### src/design/fwoc_map.svh
`ifndef FWOC_MAP_SVH
`define FWOC_MAP_SVH
// Summary of operation
// - module select clear extension, set main
// - module select clears when operation completes
// - protection program uses address and data zero
// - protection address out of range flags sequence error
// - protection select clears when operation finishes
// - sector erase sets selected sectors to ones
// - erase pre-programs sectors to zero first
// - sector erase select clears at erase end
// - double word writes even then odd word
// - double word select clears at completion
// - word program writes data zero at address
// - word program select clears when done
// - suspend halts program or erase, clears busy
// - program suspend accepts only reads and resume
// - erase suspend accepts resume or unsuspendable program
// - start launches; clears on finish or suspend
// - start refused while error flag is high
// - writing zero to start has no effect
// - test block never written, visible in bootstrap; code blocks only idle starts with written mod bit and sector bit 15
// - start sets lock blocking flash registers
// - only one write operation at a time

// ----------------------------------------------------------------
// register map
// ----------------------------------------------------------------
`define FWOC_CMD_OFFSET   24'h0e0002
`define FWOC_CMD_RESET    16'h0000
`define FWOC_CMD_MASK     16'hf980

// ----------------------------------------------------------------
// field positions
// ----------------------------------------------------------------
`define FWOC_BIT_START    15
`define FWOC_BIT_SUSPEND_BIT     14
`define FWOC_BIT_WORD     13
`define FWOC_BIT_DWORD    12
`define FWOC_BIT_ERASE    11
`define FWOC_BIT_PROT     8
`define FWOC_BIT_MOD      7

// ----------------------------------------------------------------
// protection register range and data patterns
// ----------------------------------------------------------------
`define FWOC_PROT_LO      24'h0edfb0
`define FWOC_PROT_HI      24'h0edfbf
`define FWOC_ERASED_BYTE  8'hff
`define FWOC_PREPROG_BYTE 8'h00

// ----------------------------------------------------------------
// timing
// ----------------------------------------------------------------
`define FWOC_CLK_NS       100
`define FWOC_PROG_NS      2000
`define FWOC_PROG_CYC     ((`FWOC_PROG_NS + `FWOC_CLK_NS - 1) / `FWOC_CLK_NS)
`define FWOC_PHASE_CYC    8
`define FWOC_CNT_W        16
`endif

### src/design/fwoc_pkg.sv
package fwoc_pkg;
  typedef enum logic [2:0] {
    FWOC_OP_NONE,
    FWOC_OP_WORD,
    FWOC_OP_DWORD,
    FWOC_OP_ERASE,
    FWOC_OP_PROT
  } fwoc_op_t;

  typedef enum logic [2:0] {
    FWOC_IDLE,
    FWOC_CHECK,
    FWOC_PREPROG,
    FWOC_RUN,
    FWOC_SUSPENDED,
    FWOC_DONE
  } fwoc_state_t;
endpackage

### src/design/fwoc_array_if.sv
`timescale 1ns/10ps
interface fwoc_array_if;
  logic        go;
  logic        main_mod;
  logic        pre_zero;
  logic [7:0]  fill_byte;
  logic        busy;
  logic        done;

  modport ctrl (output go, main_mod, pre_zero, fill_byte, input busy, done);
  modport array (input go, main_mod, pre_zero, fill_byte, output busy, done);
endinterface

### src/design/fwoc_ctrl.sv
`timescale 1ns/10ps
`include "fwoc_map.svh"
module fwoc_ctrl
  import fwoc_pkg::*;
(
  // clock and reset
  input  wire logic        clk,
  input  wire logic        reset,
  // register port for the command register
  input  wire logic        reg_sel,
  input  wire logic        reg_wr,
  input  wire logic [1:0]  reg_be,
  input  wire logic [15:0] reg_wdata,
  output logic      [15:0] reg_rdata,
  // operand registers, loaded by software
  input  wire logic [23:0] program_address,
  input  wire logic        error_flag,
  input  wire logic [15:0] sector_select_bits,
  input  wire logic        bootstrap_mode,
  // status
  output logic             register_lock,
  output logic      [3:0]  bank_busy_bits,
  output logic             sequence_error_flag,
  output logic             test_block_visible,
  // array sequencing
  output logic             array_go,
  output logic             array_main_mod,
  output logic             array_pre_zero,
  output logic      [7:0]  array_fill_byte,
  output logic             array_done
);
  logic        hold;

  fwoc_array_if arr ();

  fwoc_timer u_timer (
    .clk   (clk),
    .reset (reset),
    .hold  (hold),
    .arr   (arr.array)
  );

  fwoc_state_t state;
  fwoc_op_t    op;
  fwoc_op_t    saved_op;
  logic        start_bit;
  logic        suspend_bit;
  logic        word_sel;
  logic        dword_sel;
  logic        erase_sel;
  logic        prot_sel;
  logic        mod_sel;
  logic        erase_suspend_bit;
  logic        suspend_bit_req;
  logic        nested_prog;
  logic        wr_hi;
  logic        wr_lo;
  logic        start_req;
  logic        bad_sectors;
  fwoc_op_t    next_op;
  logic [1:0]  target_bank;

  assign wr_hi = reg_sel && reg_wr && reg_be[1] && !register_lock;
  assign wr_lo = reg_sel && reg_wr && reg_be[0] && !register_lock;
  // only a one launches; a zero write never clears start
  assign start_req = wr_hi && reg_wdata[`FWOC_BIT_START];
  // suspend stays writable under lock so a running operation can be halted
  assign suspend_bit_req  = reg_sel && reg_wr && reg_be[1] && register_lock
                     && reg_wdata[`FWOC_BIT_SUSPEND_BIT] && op != FWOC_OP_PROT
                     && !nested_prog;

  // ----------------------------------------------------------------
  // operation decode from the written select bits
  // ----------------------------------------------------------------
  always_comb begin
    next_op = FWOC_OP_NONE;
    if (reg_wdata[`FWOC_BIT_PROT]) begin
      next_op = FWOC_OP_PROT;
    end else if (reg_wdata[`FWOC_BIT_ERASE]) begin
      next_op = FWOC_OP_ERASE;
    end else if (reg_wdata[`FWOC_BIT_DWORD]) begin
      next_op = FWOC_OP_DWORD;
    end else if (reg_wdata[`FWOC_BIT_WORD]) begin
      next_op = FWOC_OP_WORD;
    end
  end

  // test block sits at bit 15 of the bank zero sector field
  assign bad_sectors = reg_wdata[`FWOC_BIT_MOD] && sector_select_bits[15];
  assign test_block_visible = bootstrap_mode;

  // ----------------------------------------------------------------
  // sequencer
  // ----------------------------------------------------------------
  always_ff @(posedge clk) begin
    if (reset) begin
      state               <= FWOC_IDLE;
      op                  <= FWOC_OP_NONE;
      saved_op            <= FWOC_OP_NONE;
      start_bit           <= 1'b0;
      erase_suspend_bit          <= 1'b0;
      nested_prog         <= 1'b0;
      sequence_error_flag <= 1'b0;
    end else begin
      unique case (state)
        FWOC_IDLE: begin
          // refused on error, suspend set, or nothing selected
          if (start_req && !error_flag && !reg_wdata[`FWOC_BIT_SUSPEND_BIT]
              && next_op != FWOC_OP_NONE && !bad_sectors) begin
            start_bit <= 1'b1;
            op        <= next_op;
            state     <= FWOC_CHECK;
          end
        end
        FWOC_CHECK: begin
          if (op == FWOC_OP_PROT && (program_address < `FWOC_PROT_LO
              || program_address > `FWOC_PROT_HI)) begin
            sequence_error_flag <= 1'b1;
            state <= FWOC_DONE;
          end else if (op == FWOC_OP_ERASE) begin
            state <= FWOC_PREPROG;
          end else begin
            state <= FWOC_RUN;
          end
        end
        FWOC_PREPROG: begin
          if (arr.done) begin
            state <= FWOC_RUN;
          end
        end
        FWOC_RUN: begin
          if (suspend_bit && !nested_prog && op != FWOC_OP_PROT) begin
            start_bit <= 1'b0;
            saved_op  <= op;
            erase_suspend_bit <= (op == FWOC_OP_ERASE);
            state     <= FWOC_SUSPENDED;
          end else if (arr.done) begin
            state <= FWOC_DONE;
          end
        end
        FWOC_SUSPENDED: begin
          if (start_req && !error_flag) begin
            if (next_op == saved_op) begin
              start_bit <= 1'b1;
              op        <= saved_op;
              state     <= (saved_op == FWOC_OP_ERASE) ? FWOC_PREPROG : FWOC_RUN;
              erase_suspend_bit <= 1'b0;
            end else if (erase_suspend_bit && (next_op == FWOC_OP_WORD
                         || next_op == FWOC_OP_DWORD)) begin
              start_bit   <= 1'b1;
              op          <= next_op;
              nested_prog <= 1'b1;
              state       <= FWOC_RUN;
            end
            // any other request is dropped
          end
        end
        FWOC_DONE: begin
          start_bit <= 1'b0;
          if (nested_prog) begin
            nested_prog <= 1'b0;
            op          <= FWOC_OP_NONE;
            state       <= FWOC_SUSPENDED;
          end else begin
            op    <= FWOC_OP_NONE;
            state <= FWOC_IDLE;
          end
        end
        default: state <= FWOC_IDLE;
      endcase
      if (start_req && state == FWOC_IDLE) begin
        sequence_error_flag <= 1'b0;
      end
    end
  end

  // ----------------------------------------------------------------
  // select and suspend bits
  // ----------------------------------------------------------------
  always_ff @(posedge clk) begin
    if (reset) begin
      word_sel    <= 1'b0;
      dword_sel   <= 1'b0;
      erase_sel   <= 1'b0;
      prot_sel    <= 1'b0;
      mod_sel     <= 1'b0;
      suspend_bit <= 1'b0;
    end else if (state == FWOC_DONE) begin
      mod_sel <= 1'b0;
      if (op == FWOC_OP_WORD) begin
        word_sel <= 1'b0;
      end
      if (op == FWOC_OP_DWORD) begin
        dword_sel <= 1'b0;
      end
      if (op == FWOC_OP_ERASE) begin
        erase_sel <= 1'b0;
      end
      if (op == FWOC_OP_PROT) begin
        prot_sel <= 1'b0;
      end
    end else begin
      if (wr_hi) begin
        word_sel    <= reg_wdata[`FWOC_BIT_WORD];
        dword_sel   <= reg_wdata[`FWOC_BIT_DWORD];
        erase_sel   <= reg_wdata[`FWOC_BIT_ERASE];
        prot_sel    <= reg_wdata[`FWOC_BIT_PROT];
        suspend_bit <= reg_wdata[`FWOC_BIT_SUSPEND_BIT];
      end else if (suspend_bit_req) begin
        suspend_bit <= 1'b1;
      end
      if (wr_lo) begin
        mod_sel <= reg_wdata[`FWOC_BIT_MOD];
      end
    end
  end

  // ----------------------------------------------------------------
  // array drive and status
  // ----------------------------------------------------------------
  assign hold = (state == FWOC_SUSPENDED);
  assign arr.go = (state == FWOC_PREPROG || state == FWOC_RUN) && !arr.busy;
  assign arr.main_mod = mod_sel;
  assign arr.pre_zero = (state == FWOC_PREPROG);
  assign arr.fill_byte = (state == FWOC_PREPROG) ? `FWOC_PREPROG_BYTE
                         : `FWOC_ERASED_BYTE;

  assign array_go        = arr.go;
  assign array_main_mod  = arr.main_mod;
  assign array_pre_zero  = arr.pre_zero;
  assign array_fill_byte = arr.fill_byte;
  assign array_done      = arr.done;

  assign register_lock = start_bit;
  assign target_bank = (op == FWOC_OP_PROT) ? 2'd2 : mod_sel ? 2'd0 : 2'd2;

  // busy bits are off while suspended
  always_comb begin
    bank_busy_bits = 4'h0;
    if (start_bit) begin
      bank_busy_bits[target_bank] = 1'b1;
    end
  end

  // reserved positions masked
  assign reg_rdata = {start_bit, suspend_bit, word_sel, dword_sel, erase_sel,
                      2'b00, prot_sel, mod_sel, 7'h00} & `FWOC_CMD_MASK;
endmodule

### src/design/fwoc_timer.sv
`timescale 1ns/10ps
`include "fwoc_map.svh"
module fwoc_timer
  import fwoc_pkg::*;
#(
  parameter logic [`FWOC_CNT_W-1:0] PHASE_CYC = `FWOC_CNT_W'(`FWOC_PROG_CYC)
) (
  // clock and reset
  input  wire logic clk,
  input  wire logic reset,
  // phase control
  input  wire logic hold,
  fwoc_array_if.array arr
);
  logic [`FWOC_CNT_W-1:0] count;
  logic                   running;

  // ----------------------------------------------------------------
  // phase counter, frozen while held
  // ----------------------------------------------------------------
  always_ff @(posedge clk) begin
    if (reset) begin
      running <= 1'b0;
      count   <= '0;
    end else if (arr.go && !running) begin
      running <= 1'b1;
      count   <= PHASE_CYC;
    end else if (running && !hold) begin
      if (count == `FWOC_CNT_W'(1)) begin
        running <= 1'b0;
      end
      count <= count - `FWOC_CNT_W'(1);
    end
  end

  assign arr.busy = running;
  assign arr.done = running && !hold && (count == `FWOC_CNT_W'(1));
endmodule

### config.mk
export PLATFORM = sky130hd
export DESIGN_NAME = fwoc_ctrl
export DESIGN_NICKNAME = d
export VERILOG_FILES = /design/src/design/fwoc_pkg.sv /design/src/design/fwoc_array_if.sv /design/src/design/fwoc_ctrl.sv /design/src/design/fwoc_timer.sv
export VERILOG_INCLUDE_DIRS = /design/src /design/src/design
export SDC_FILE = /design/constraint.sdc
export NUM_CORES = 1
export LEC_CHECK = 0
export ABC_AREA = 1
export BUFFER_PORTS_ARGS = -buffer_cell sky130_fd_sc_hd__buf_2
export CORE_ASPECT_RATIO = 0.6
export CORE_MARGIN = 2
export CORE_UTILIZATION = 44
export DETAILED_ROUTE_END_ITERATION = 16
export PLACE_DENSITY = 0.82
export SYNTH_ARGS = -nofsm -noshare
export SYNTH_HDL_FRONTEND = slang
export SYNTH_SLANG_ARGS = --single-unit
### constraint.sdc
create_clock -name clk -period 1.3 [get_ports clk]
set_input_delay 0 -clock clk [delete_from_list [all_inputs] [get_ports clk]]
set_output_delay 0 -clock clk [all_outputs]
set_load 0.01 [all_outputs]
==> impl_results.md, run 1 <==
- Status: complete, but fails checks
- Failing checks: setup timing
- Commonest non-fill, non-tap cell in the layout: buf_4
- Number of synthesized flops with an enable pin: 0
- N_diodes: 0
- Final hold slack: 0.00000443 ns
- Fillers: 287
- Vias in the first global route: 2467
- #FFs+latches synth: 36
- Antenna violations before repair: 0
- Wirelength per Cell: 20.2 um
- Overall Power: 3.87 mW
- Yosys warning count: 0
- Nets: 564
- Placed Instances: 528
- Root Driver: clkbuf_8
- Avg Cell Area, Syn: 6.57 um^2
- Final ANT Viol Nets: 0
- Port bufs: 57
- Origin of the worst setup path: u_timer.count[1]
- Skew final: 0.0145 ns
- Number of CTS-inserted buffers: 5
- Clk slew on worst S/H paths: 0.08 ns
- Iteration-0 DRC Markers: 425
- XOR/XNOR share of the synthesized area: 1.46%
- Peak VDD IR: 591 uV
- Crit Path Class: register to output pin
- Syn Std Cell Area: 0.00240 mm^2
- First-pass GRT wire length: 11900 um
- Critical Path Sink: array_done
- Post-DP HPWL: 5300 um
- Synth area leaders: dfxtp_1 30%, nand2_1 12%, buf_4 8.4%
- RSZ-0062 raised after global routing: yes
- Routed Wire Length: 11400 um
- Clock buffer depth: 2
- Hold Fails Final Rpt: 0
- Setup Total Neg Slack: -6.50 ns
- Simple-Gate Fraction of Synth Area: 38.2%
- Core box area: 0.00515 mm^2
- DRC Markers: 0
- Vias per cell: 6.04
- Setup ws final: -0.501 ns
- Area delta synth->final: 64.5%
- Critical path fanouts, max: 2
- Adder-cell share of the synthesized area: 1.04%
- Crit path largest cell delay: 0.34 ns
- Skew-Pair Late Insertion Delay: 0.31 ns
- Vias: 3415
- Die area: 0.00608 mm^2
- Async SR Flop Fraction: 0%
- H-tree Lvls: 2
- Initial core utilization: 46.6%
- Final Critical Period: 1.80 ns
- Register area share after synthesis: 30.0%
- TritonRoute pass-1 iters: 5
- Largest net degree at the start of global routing: 13
- Element type at the critical path start: register
- Die Wd: 99.3 um
- FF-to-FF path depth: 11
- Routability Congestion: 0.993
- Most frequent cells in the layout: 66 x buf_4, 63 x nand2_1, 58 x buf_2
- Pre-CTS setup slack: -0.169 ns
- Synth Area in Compound Gates: 12.1%
- Clock sinks: 36
- CP max stage cell: dfxtp_2
- FF-to-FF Start: u_timer.count[1]
- Crit. End Element: output pin
- Share of cells above drive strength 1: 55.3%
- DIE HEIGHT: 61.2 um
- WP data arrival: 1.80 ns
- Post-synthesis mux area share: 0%
- Final setup vio count: 41
- Number of distinct library cells after synthesis: 35
- R2R setup slack: -0.47 ns
- I/O pins: 99
- Pwr/cell area: 979 mW/mm^2
- CP Data Required Time: 1.30 ns
- Period utilization: 139%
- CTS tree: yes
- Grt total ovfl: 0
- RR Endpoint: state[1]
- Largest family of logic cells by synthesized area: simple AND/OR/NAND/NOR gates
- Cells along the critical path: inv_2, ha_4, nand3_1, nor4_2, nand3b_1, nor4_1, buf_2
- Lkg Pwr: 1.78 nW
- Final Non-Filler Cells: 565
- Worst min path class: input pin to output pin
- Total GRT Usage: 25.6%
- Max frequency: 0.555 GHz
- Synth top area share: 30.0%
- Ys flop type: dfxtp_1
- Fin. max-slew vios: 0
- Cell taking the most area after synthesis: dfxtp_1
- Gate count after technology mapping: 365
- Num rows: 20
- Max cap viols: 0
where the power goes:
part | internal, mW | total, mW | switching (mW) | leakage [nW]
Clock | 0.569 | 1.06 | 0.496 | 0.0541
Combinational | 0.639 | 1.53 | 0.887 | 1.43
Sequential | 1.18 | 1.27 | 0.0919 | 0.299
Total | 2.39 | 3.87 | 1.47 | 1.78
worst max-delay path, delay by kind of cell (launching register included):
| family | cells | cell delay (ns) |
|---|---|---|
| flip-flops | 1 | 0.34 |
| adder cells (fa/ha/maj) | 1 | 0.14 |
| buffers and inverters | 2 | 0.31 |
| AND/OR/NAND/NOR | 4 | 0.71 |
Yosys cell counts, drive strengths merged, types with 2 or more instances:
library cell and number:
dfxtp 36, nor3 7, a21oi 34, clkbuf 2
or2 2, xor2 3, nand2 80, a21boi 2
buf 28, nor2 54, a211oi 2, nand3 33
inv 49, o211ai 3, o21ai 8, ha 2
nor4 4, nand4 10
registers in the layout (all words and copies together) (netlist names):
signal               count
array_main_mod           1
dword_sel                1
erase_sel                1
erase_suspend_bit        1
nested_prog              1
op                       3
prot_sel                 1
register_lock            1
saved_op                 3
sequence_error_flag      1
state                    3
suspend_bit              1
u_timer.arr.busy         1
u_timer.count           16
word_sel                 1
metrics by stage:
stage,cell area [um^2],util (%)
finish,3950,76.6
global route,3950,76.6
CTS,3470,67.3
detailed placement,3050,59.2
global placement,3050,59.2
floorplan,2450,-
per-layer routing:
layer / up-vias / routed length [um] / track usage, %
met5: - / 0 / 0
met4: 0 / 787 / 8.22
met3: 107 / 1610 / 7.15
met2: 360 / 4830 / 38.5
met1: 1534 / 4210 / 36.1
li1: 1414 / - / -
final cells by class:
| type | count | area [um^2] | area share, % |
|---|---|---|---|
| clock inverters | 3 | 42.5 | 1.08 |
| multi-input cells | 259 | 1750 | 44.3 |
| flip-flops and latches | 36 | 746 | 18.9 |
| inverters | 50 | 223 | 5.64 |
| well taps | 66 | 82.6 | 2.09 |
| clock buffers | 5 | 68.8 | 1.74 |
| repair buffers | 146 | 1040 | 26.3 |
repair_timing:
item	4_1_cts	5_1_grt
hold buffers	4	0
setup buffers	11	15
pin swaps	30	40
endpoints found under the hold margin	4	0
setup endpoints to repair	42	34
gates cloned	0	1
gates resized for setup	62	100
cells by family after synthesis:
kind of cell,Yosys count
AO/OA/AOI/OAI,51
XOR/XNOR,4
adder cells (fa/ha/maj),2
buffers and inverters,80
flip-flops,36
other,1
AND/OR/NAND/NOR,191
worst min path at each step:
stage	cells after the start	from	end	slack, ns
6_report	0	bootstrap_mode	test_block_visible	0.000004
5_1_grt	0	bootstrap_mode	test_block_visible	0.00002
4_1_cts	0	bootstrap_mode	test_block_visible	0.0001
3_5_place_dp	0	bootstrap_mode	test_block_visible	0.0001
3_3_place_gp	0	bootstrap_mode	test_block_visible	0.0001
2_1_floorplan	1	bootstrap_mode	test_block_visible	0.09
Note: power is estimated with default switching activity, not from simulation.
==> run 2, diff against run 1 <==
--- a/config.mk
+++ b/config.mk
@@ -12,7 +12,7 @@
 export CORE_MARGIN = 2
 export CORE_UTILIZATION = 44
 export DETAILED_ROUTE_END_ITERATION = 16
-export PLACE_DENSITY = 0.82
+export PLACE_DENSITY = 0.75
 export SYNTH_ARGS = -nofsm -noshare
 export SYNTH_HDL_FRONTEND = slang
 export SYNTH_SLANG_ARGS = --single-unit
==> impl_results.md, run 2 (synthesized netlist as in run 1, its figures left out) <==
- Status: complete, but fails checks
- Failing checks: setup timing
- Max cap viols: 0 (unchanged)
- Peak VDD IR: 522 uV (-12%)
- Antenna violations before repair: 0 (unchanged)
- Number of CTS-inserted buffers: 5 (unchanged)
- Pwr/cell area: 957 mW/mm^2 (-2.3%)
- Wirelength per Cell: 18.3 um (-9.5%)
- Final Critical Period: 1.75 ns (-0.0503 ns)
- I/O pins: 99 (unchanged)
- Crit. End Element: output pin
- Setup ws final: -0.450 ns (+0.0503 ns)
- Clock sinks: 36 (unchanged)
- Critical path fanouts, max: 3 (+1)
- Post-DP HPWL: 5280 um (-0.39%)
- Sw Ratio: 37.4% (-0.76 points)
- DRC Markers: 0 (unchanged)
- Port bufs: 57 (unchanged)
- Largest net degree at the start of global routing: 13 (unchanged)
- Max frequency: 0.571 GHz (+2.9%)
- Final instance area: 0.00404 mm^2 (+2.2%)
- Most frequent cells in the layout: 72 x buf_4, 64 x nand2_1, 54 x buf_2
- Core box area: 0.00515 mm^2 (unchanged)
- NetSw: 1.44 mW (-2.1%)
- CTS tree: yes
- DP Area: 0.00313 mm^2 (+2.7%)
- Reg with most FFs: u_timer.count
- Grt total ovfl: 0 (unchanged)
- Max reg flops: 16 (unchanged)
- R2R setup slack: -0.28 ns (+0.19 ns)
- Routed Wire Length: 10500 um (-8.4%)
- Crit Path Class: register to output pin
- Hold Fails Final Rpt: 0 (unchanged)
- Cells along the critical path: buf_6, inv_4, nand2_4, nor4_4, nand3b_1, nor4_2, buf_2
- Die area: 0.00608 mm^2 (unchanged)
- Fillers: 297 (+3.5%)
- Clk slew on worst S/H paths: 0.08 ns (about the same)
- Commonest non-fill, non-tap cell in the layout: buf_4
- Element type at the critical path start: register
- DIE HEIGHT: 61.2 um (unchanged)
- Internal power: 2.42 mW (+1.1%)
- Final setup vio count: 29 (-29%)
- N_diodes: 0 (unchanged)
- H-tree Lvls: 2 (unchanged)
- First-pass GRT wire length: 11600 um (-2.7%)
- Vias in the first global route: 2503 (+1.5%)
- Nets: 571 (+1.2%)
- Vias: 3294 (-3.5%)
- Period utilization: 135% (-3.9 points)
- Total GRT Usage: 24.3% (-1.3 points)
- Skew-Pair Late Insertion Delay: 0.31 ns (about the same)
- Num rows: 20 (unchanged)
- Final ANT Viol Nets: 0 (unchanged)
- Root Driver: clkbuf_8
- Clk pwr share: 27.2% (-0.3 points)
- Worst min path class: input pin to output pin
- Vias per cell: 5.76 (-4.7%)
- WP data arrival: 1.75 ns (-0.05 ns)
- Crit path largest cell delay: 0.35 ns (about the same)
- RSZ-0062 raised after global routing: yes
- Routability Congestion: 0.929 (-6.5%)
- CP Data Required Time: 1.30 ns (about the same)
- TritonRoute pass-1 iters: 7 (+2)
- Iteration-0 DRC Markers: 441 (+3.8%)
- Fin. max-slew vios: 0 (unchanged)
- Initial core utilization: 46.6% (unchanged)
- Skew final: 0.00583 ns (-0.00864 ns)
- CP max stage cell: dfxtp_2
- Final Util: 78.3% (+1.7 points)
- Die Wd: 99.3 um (unchanged)
- Share of power burned in registers: 33.0% (about the same)
- Area delta synth->final: 68.1%
- Lkg Pwr: 1.83 nW (+2.6%)
- Clock buffer depth: 2 (unchanged)
- Share of cells above drive strength 1: 56.7% (+1.4 points)
- Comb power frac: 39.8% (+0.3 points)
run 2: area by class of cell:
type                    instances  area [um^2]  share of cell area [%]
clock buffers                   5         68.8                    1.71
clock inverters                 3         42.5                    1.05
inverters                      50          214                    5.30
multi-input cells             259         1770                    43.8
flip-flops and latches         36          746                    18.5
well taps                      66         82.6                    2.05
repair buffers                153         1110                    27.6
run 2: power groups by stage:
stage	Clock, mW	Combinational [mW]	Sequential, mW
after floorplan	0	0.592	1.25
after CTS	1.01	1.13	1.24
after global placement	0	0.987	1.26
after global routing	1.07	1.61	1.28
final	1.05	1.54	1.27
after detailed placement	0	1.00	1.26
run 2: final timing paths:
path | startpoint | endpoint | depth (start not counted)
max | u_timer.count[8] | array_done | 7
min | bootstrap_mode | test_block_visible | 0
max reg2reg | u_timer.count[6] | u_timer.count[9] | 7
min reg2reg | sequence_error_flag | sequence_error_flag | 2
run 2: critical path, delay by kind of cell (launching register included):
kind | cells | cell delay (ns)
DFF | 1 | 0.35
and+or+nand+nor | 4 | 0.69
buffers and inverters | 3 | 0.40
run 2: metrics by stage:
stage	hold WS [ns]	instances	power (mW)	setup slack, ns	TNS (ns)
3_5_place_dp	0.000119	539	2.26	-0.227	-1.78
6_report	0.00000443	572	3.86	-0.450	-4.54
2_1_floorplan	0.0918	375	1.84	0.00349	0
3_3_place_gp	0.000119	539	2.24	-0.186	-1.11
5_1_grt	0.0000300	572	3.96	-0.411	-5.97
4_1_cts	0.000119	558	3.39	-0.236	-0.981
run 2: what timing repair did:
| action | in CTS | in global routing |
|---|---|---|
| setup buffers | 11 | 14 |
| endpoints found under the setup margin | 43 | 39 |
| gates resized for setup | 65 | 108 |
| pin swaps | 30 | 48 |
| hold buffers | 1 | 1 |
| cloned | 0 | 1 |
| endpoints found under the hold margin | 1 | 1 |
run 2: metal layers:
layer  share of wire, %  track usage (%)  up-vias
li1                   -                -     1428
met1                 39             33.4     1493
met2                 43             37.5      291
met3                 13             7.83       82
met4                5.2             6.46        0
met5                  0                0        -
==> run 3, diff against run 2 <==
--- a/config.mk
+++ b/config.mk
@@ -10,9 +10,9 @@
 export BUFFER_PORTS_ARGS = -buffer_cell sky130_fd_sc_hd__buf_2
 export CORE_ASPECT_RATIO = 0.6
 export CORE_MARGIN = 2
-export CORE_UTILIZATION = 44
+export CORE_UTILIZATION = 52
 export DETAILED_ROUTE_END_ITERATION = 16
-export PLACE_DENSITY = 0.75
+export PLACE_DENSITY = 0.84
 export SYNTH_ARGS = -nofsm -noshare
 export SYNTH_HDL_FRONTEND = slang
 export SYNTH_SLANG_ARGS = --single-unit
==> constraint.sdc (replaced) <==
create_clock -name clk -period 2.25 [get_ports clk]
set_input_delay 0 -clock clk [delete_from_list [all_inputs] [get_ports clk]]
set_output_delay 0 -clock clk [all_outputs]
set_load 0.01 [all_outputs]
==> impl_results.md, run 3 (synthesized netlist as in run 1, its figures left out) <==
- Die area: 0.00519 mm^2 (-15%)
- Number of CTS-inserted buffers: 5 (unchanged)
- Total GRT Usage: 23.2% (-1.1 points)
- Root Driver: clkbuf_8
- Max frequency: 0.580 GHz
- Antenna violations before repair: 0 (unchanged)
- Status: finished clean
- Grt total ovfl: 0 (unchanged)
- DRC Markers: 0 (unchanged)
- Die Wd: 91.7 um (-7.7%)
- Nets: 479 (-16%)
- Final setup vio count: 0 (-100%)
- CP Data Required Time: 2.48 ns (+1.18 ns)
- Max cap viols: 0 (unchanged)
- Clk slew on worst S/H paths: 0.08 ns (about the same)
- Share of cells above drive strength 1: 22.9% (-34 points)
- Element type at the critical path start: register
- R2R setup slack: 0.53 ns (+0.81 ns)
- First-pass GRT wire length: 9580 um (-17%)
- Critical path fanouts, max: 11 (+8)
- Period utilization: 76.6%
- Skew-Pair Late Insertion Delay: 0.30 ns (about the same)
- Lkg Pwr: 1.27 nW (-30%)
- N_diodes: 0 (unchanged)
- Max reg flops: 16 (unchanged)
- Clock sinks: 36 (unchanged)
- Largest net degree at the start of global routing: 14 (+1)
- Max layer used: met4
- Vias in the first global route: 2173 (-13%)
- Hold Fails Final Rpt: 0 (unchanged)
- Final ANT Viol Nets: 0 (unchanged)
- Skew final: 0.0141 ns (+0.00832 ns)
- Core box area: 0.00452 mm^2 (-12%)
- Area delta synth->final: 13.2%
- Peak VDD IR: 357 uV (-32%)
- Crit path largest cell delay: 0.55 ns (+0.20 ns)
- Fillers: 406 (+37%)
- Origin of the worst setup path: state[2]
- Metal3 WL: 678 um (-50%)
- RSZ-0062 raised after global routing: no
- DIE HEIGHT: 56.6 um (-7.5%)
- Routed wl met2: 2350 um (-48%)
- I/O pins: 99 (unchanged)
- Initial core utilization: 53.1% (+6.6 points)
- Worst min path class: input pin to output pin
- CTS tree: yes
- Routed Wire Length: 5770 um (-45%)
- Critical Path Sink: state[1]
- CTS resizes: 0 (-100%)
- Vias per cell: 5.21 (-9.5%)
- Wirelength per Cell: 12.1 um (-34%)
- Commonest non-fill, non-tap cell in the layout: nand2_1
- TritonRoute pass-1 iters: 5 (-2)
- Routability Congestion: 0.905 (-2.5%)
- RR Endpoint: state[1]
- H-tree Lvls: 2 (unchanged)
- Met1 WL: 2640 um (-35%)
- CP max stage cell: dfxtp_1
- Crit Path Class: register to register
- Fin. max-slew vios: 0 (unchanged)
- Most frequent cells in the layout: 78 x nand2_1, 57 x buf_2, 47 x inv_1
- FF-to-FF Start: state[2]
- Post-DP HPWL: 4470 um (-15%)
- Cells along the critical path: inv_1, nand3_1, nand2_1, nand2_1, nand2_1, nor2_2, nand2_1, a21oi_1
- Setup Total Neg Slack: 0 ns (+4.54 ns)
- Clock buffer depth: 2 (unchanged)
- FF-to-FF path depth: 8 (+1)
- Crit. End Element: register
- WP data arrival: 1.96 ns (+0.21 ns)
- Most used cell, CP: nand2_1
- Iteration-0 DRC Markers: 243 (-45%)
- Vias: 2487 (-24%)
- Num rows: 19 (-5.0%)
- Port bufs: 57 (unchanged)
- Final Critical Period: 1.72 ns
- Overall Power: 1.63 mW (-58%)
- Pwr/cell area: 601 mW/mm^2 (-37%)
- Reg with most FFs: u_timer.count
-- run 3: where the power goes --
group	internal [mW]	leakage, nW	switching [mW]
Clock	0.219	0.0404	0.260
Combinational	0.156	0.942	0.279
Sequential	0.678	0.291	0.0403
-- run 3: how the worst min path moves through the flow --
stage | start | end | slack (ns) | cells after the start
floorplan | bootstrap_mode | test_block_visible | 0.09 | 1
global placement | bootstrap_mode | test_block_visible | 0.0002 | 0
detailed placement | bootstrap_mode | test_block_visible | 0.0002 | 0
CTS | bootstrap_mode | test_block_visible | 0.0002 | 0
global route | bootstrap_mode | test_block_visible | 0.00005 | 0
finish | bootstrap_mode | test_block_visible | 0.00008 | 0
-- run 3: what timing repair did --
item | CTS | global route
hold buffers | 3 | 0
setup buffers | 0 | 0
hold endpoints to repair | 3 | 0
-- run 3: final cells by class --
cell class	count	area (um^2)	area share, %
Timing Repair Buffer	61	323	11.9
Clock inverter	3	23.8	0.875
Clock buffer	5	68.8	2.53
Inverter	50	193	7.09
Sequential cell	36	721	26.5
Multi-Input combinational cell	259	1310	48.2
Tap cell	63	78.8	2.90
-- run 3: worst max-delay path: cells and delay by family (launching register included) --
kind	cells	cell delay (ns)
AOI/OAI and AO/OA	1	0.12
buffers and inverters	1	0.14
DFF	1	0.55
and+or+nand+nor	6	0.85
-- run 3: metal layers --
metal  GRT usage (%)  up-vias
met3            5.91       12
met1            32.6     1086
met5               0        -
li1                -     1241
met2            34.2      148
met4            9.17        0
-- run 3: through the flow --
| stage | instances | hold slack, ns | cell area [um^2] | utilization [%] | worst slack (ns) |
|---|---|---|---|---|---|
| final | 477 | 0.0000796 | 2720 | 60.1 | 0.526 |
| after global routing | 477 | 0.0000472 | 2720 | 60.1 | 0.371 |
| after CTS | 477 | 0.000221 | 2720 | 60.1 | 0.538 |
| after detailed placement | 466 | 0.000221 | 2590 | 57.4 | 0.564 |
| after global placement | 466 | 0.000221 | 2590 | 57.4 | 0.629 |
| after floorplan | 375 | 0.0918 | 2440 | - | 0.886 |
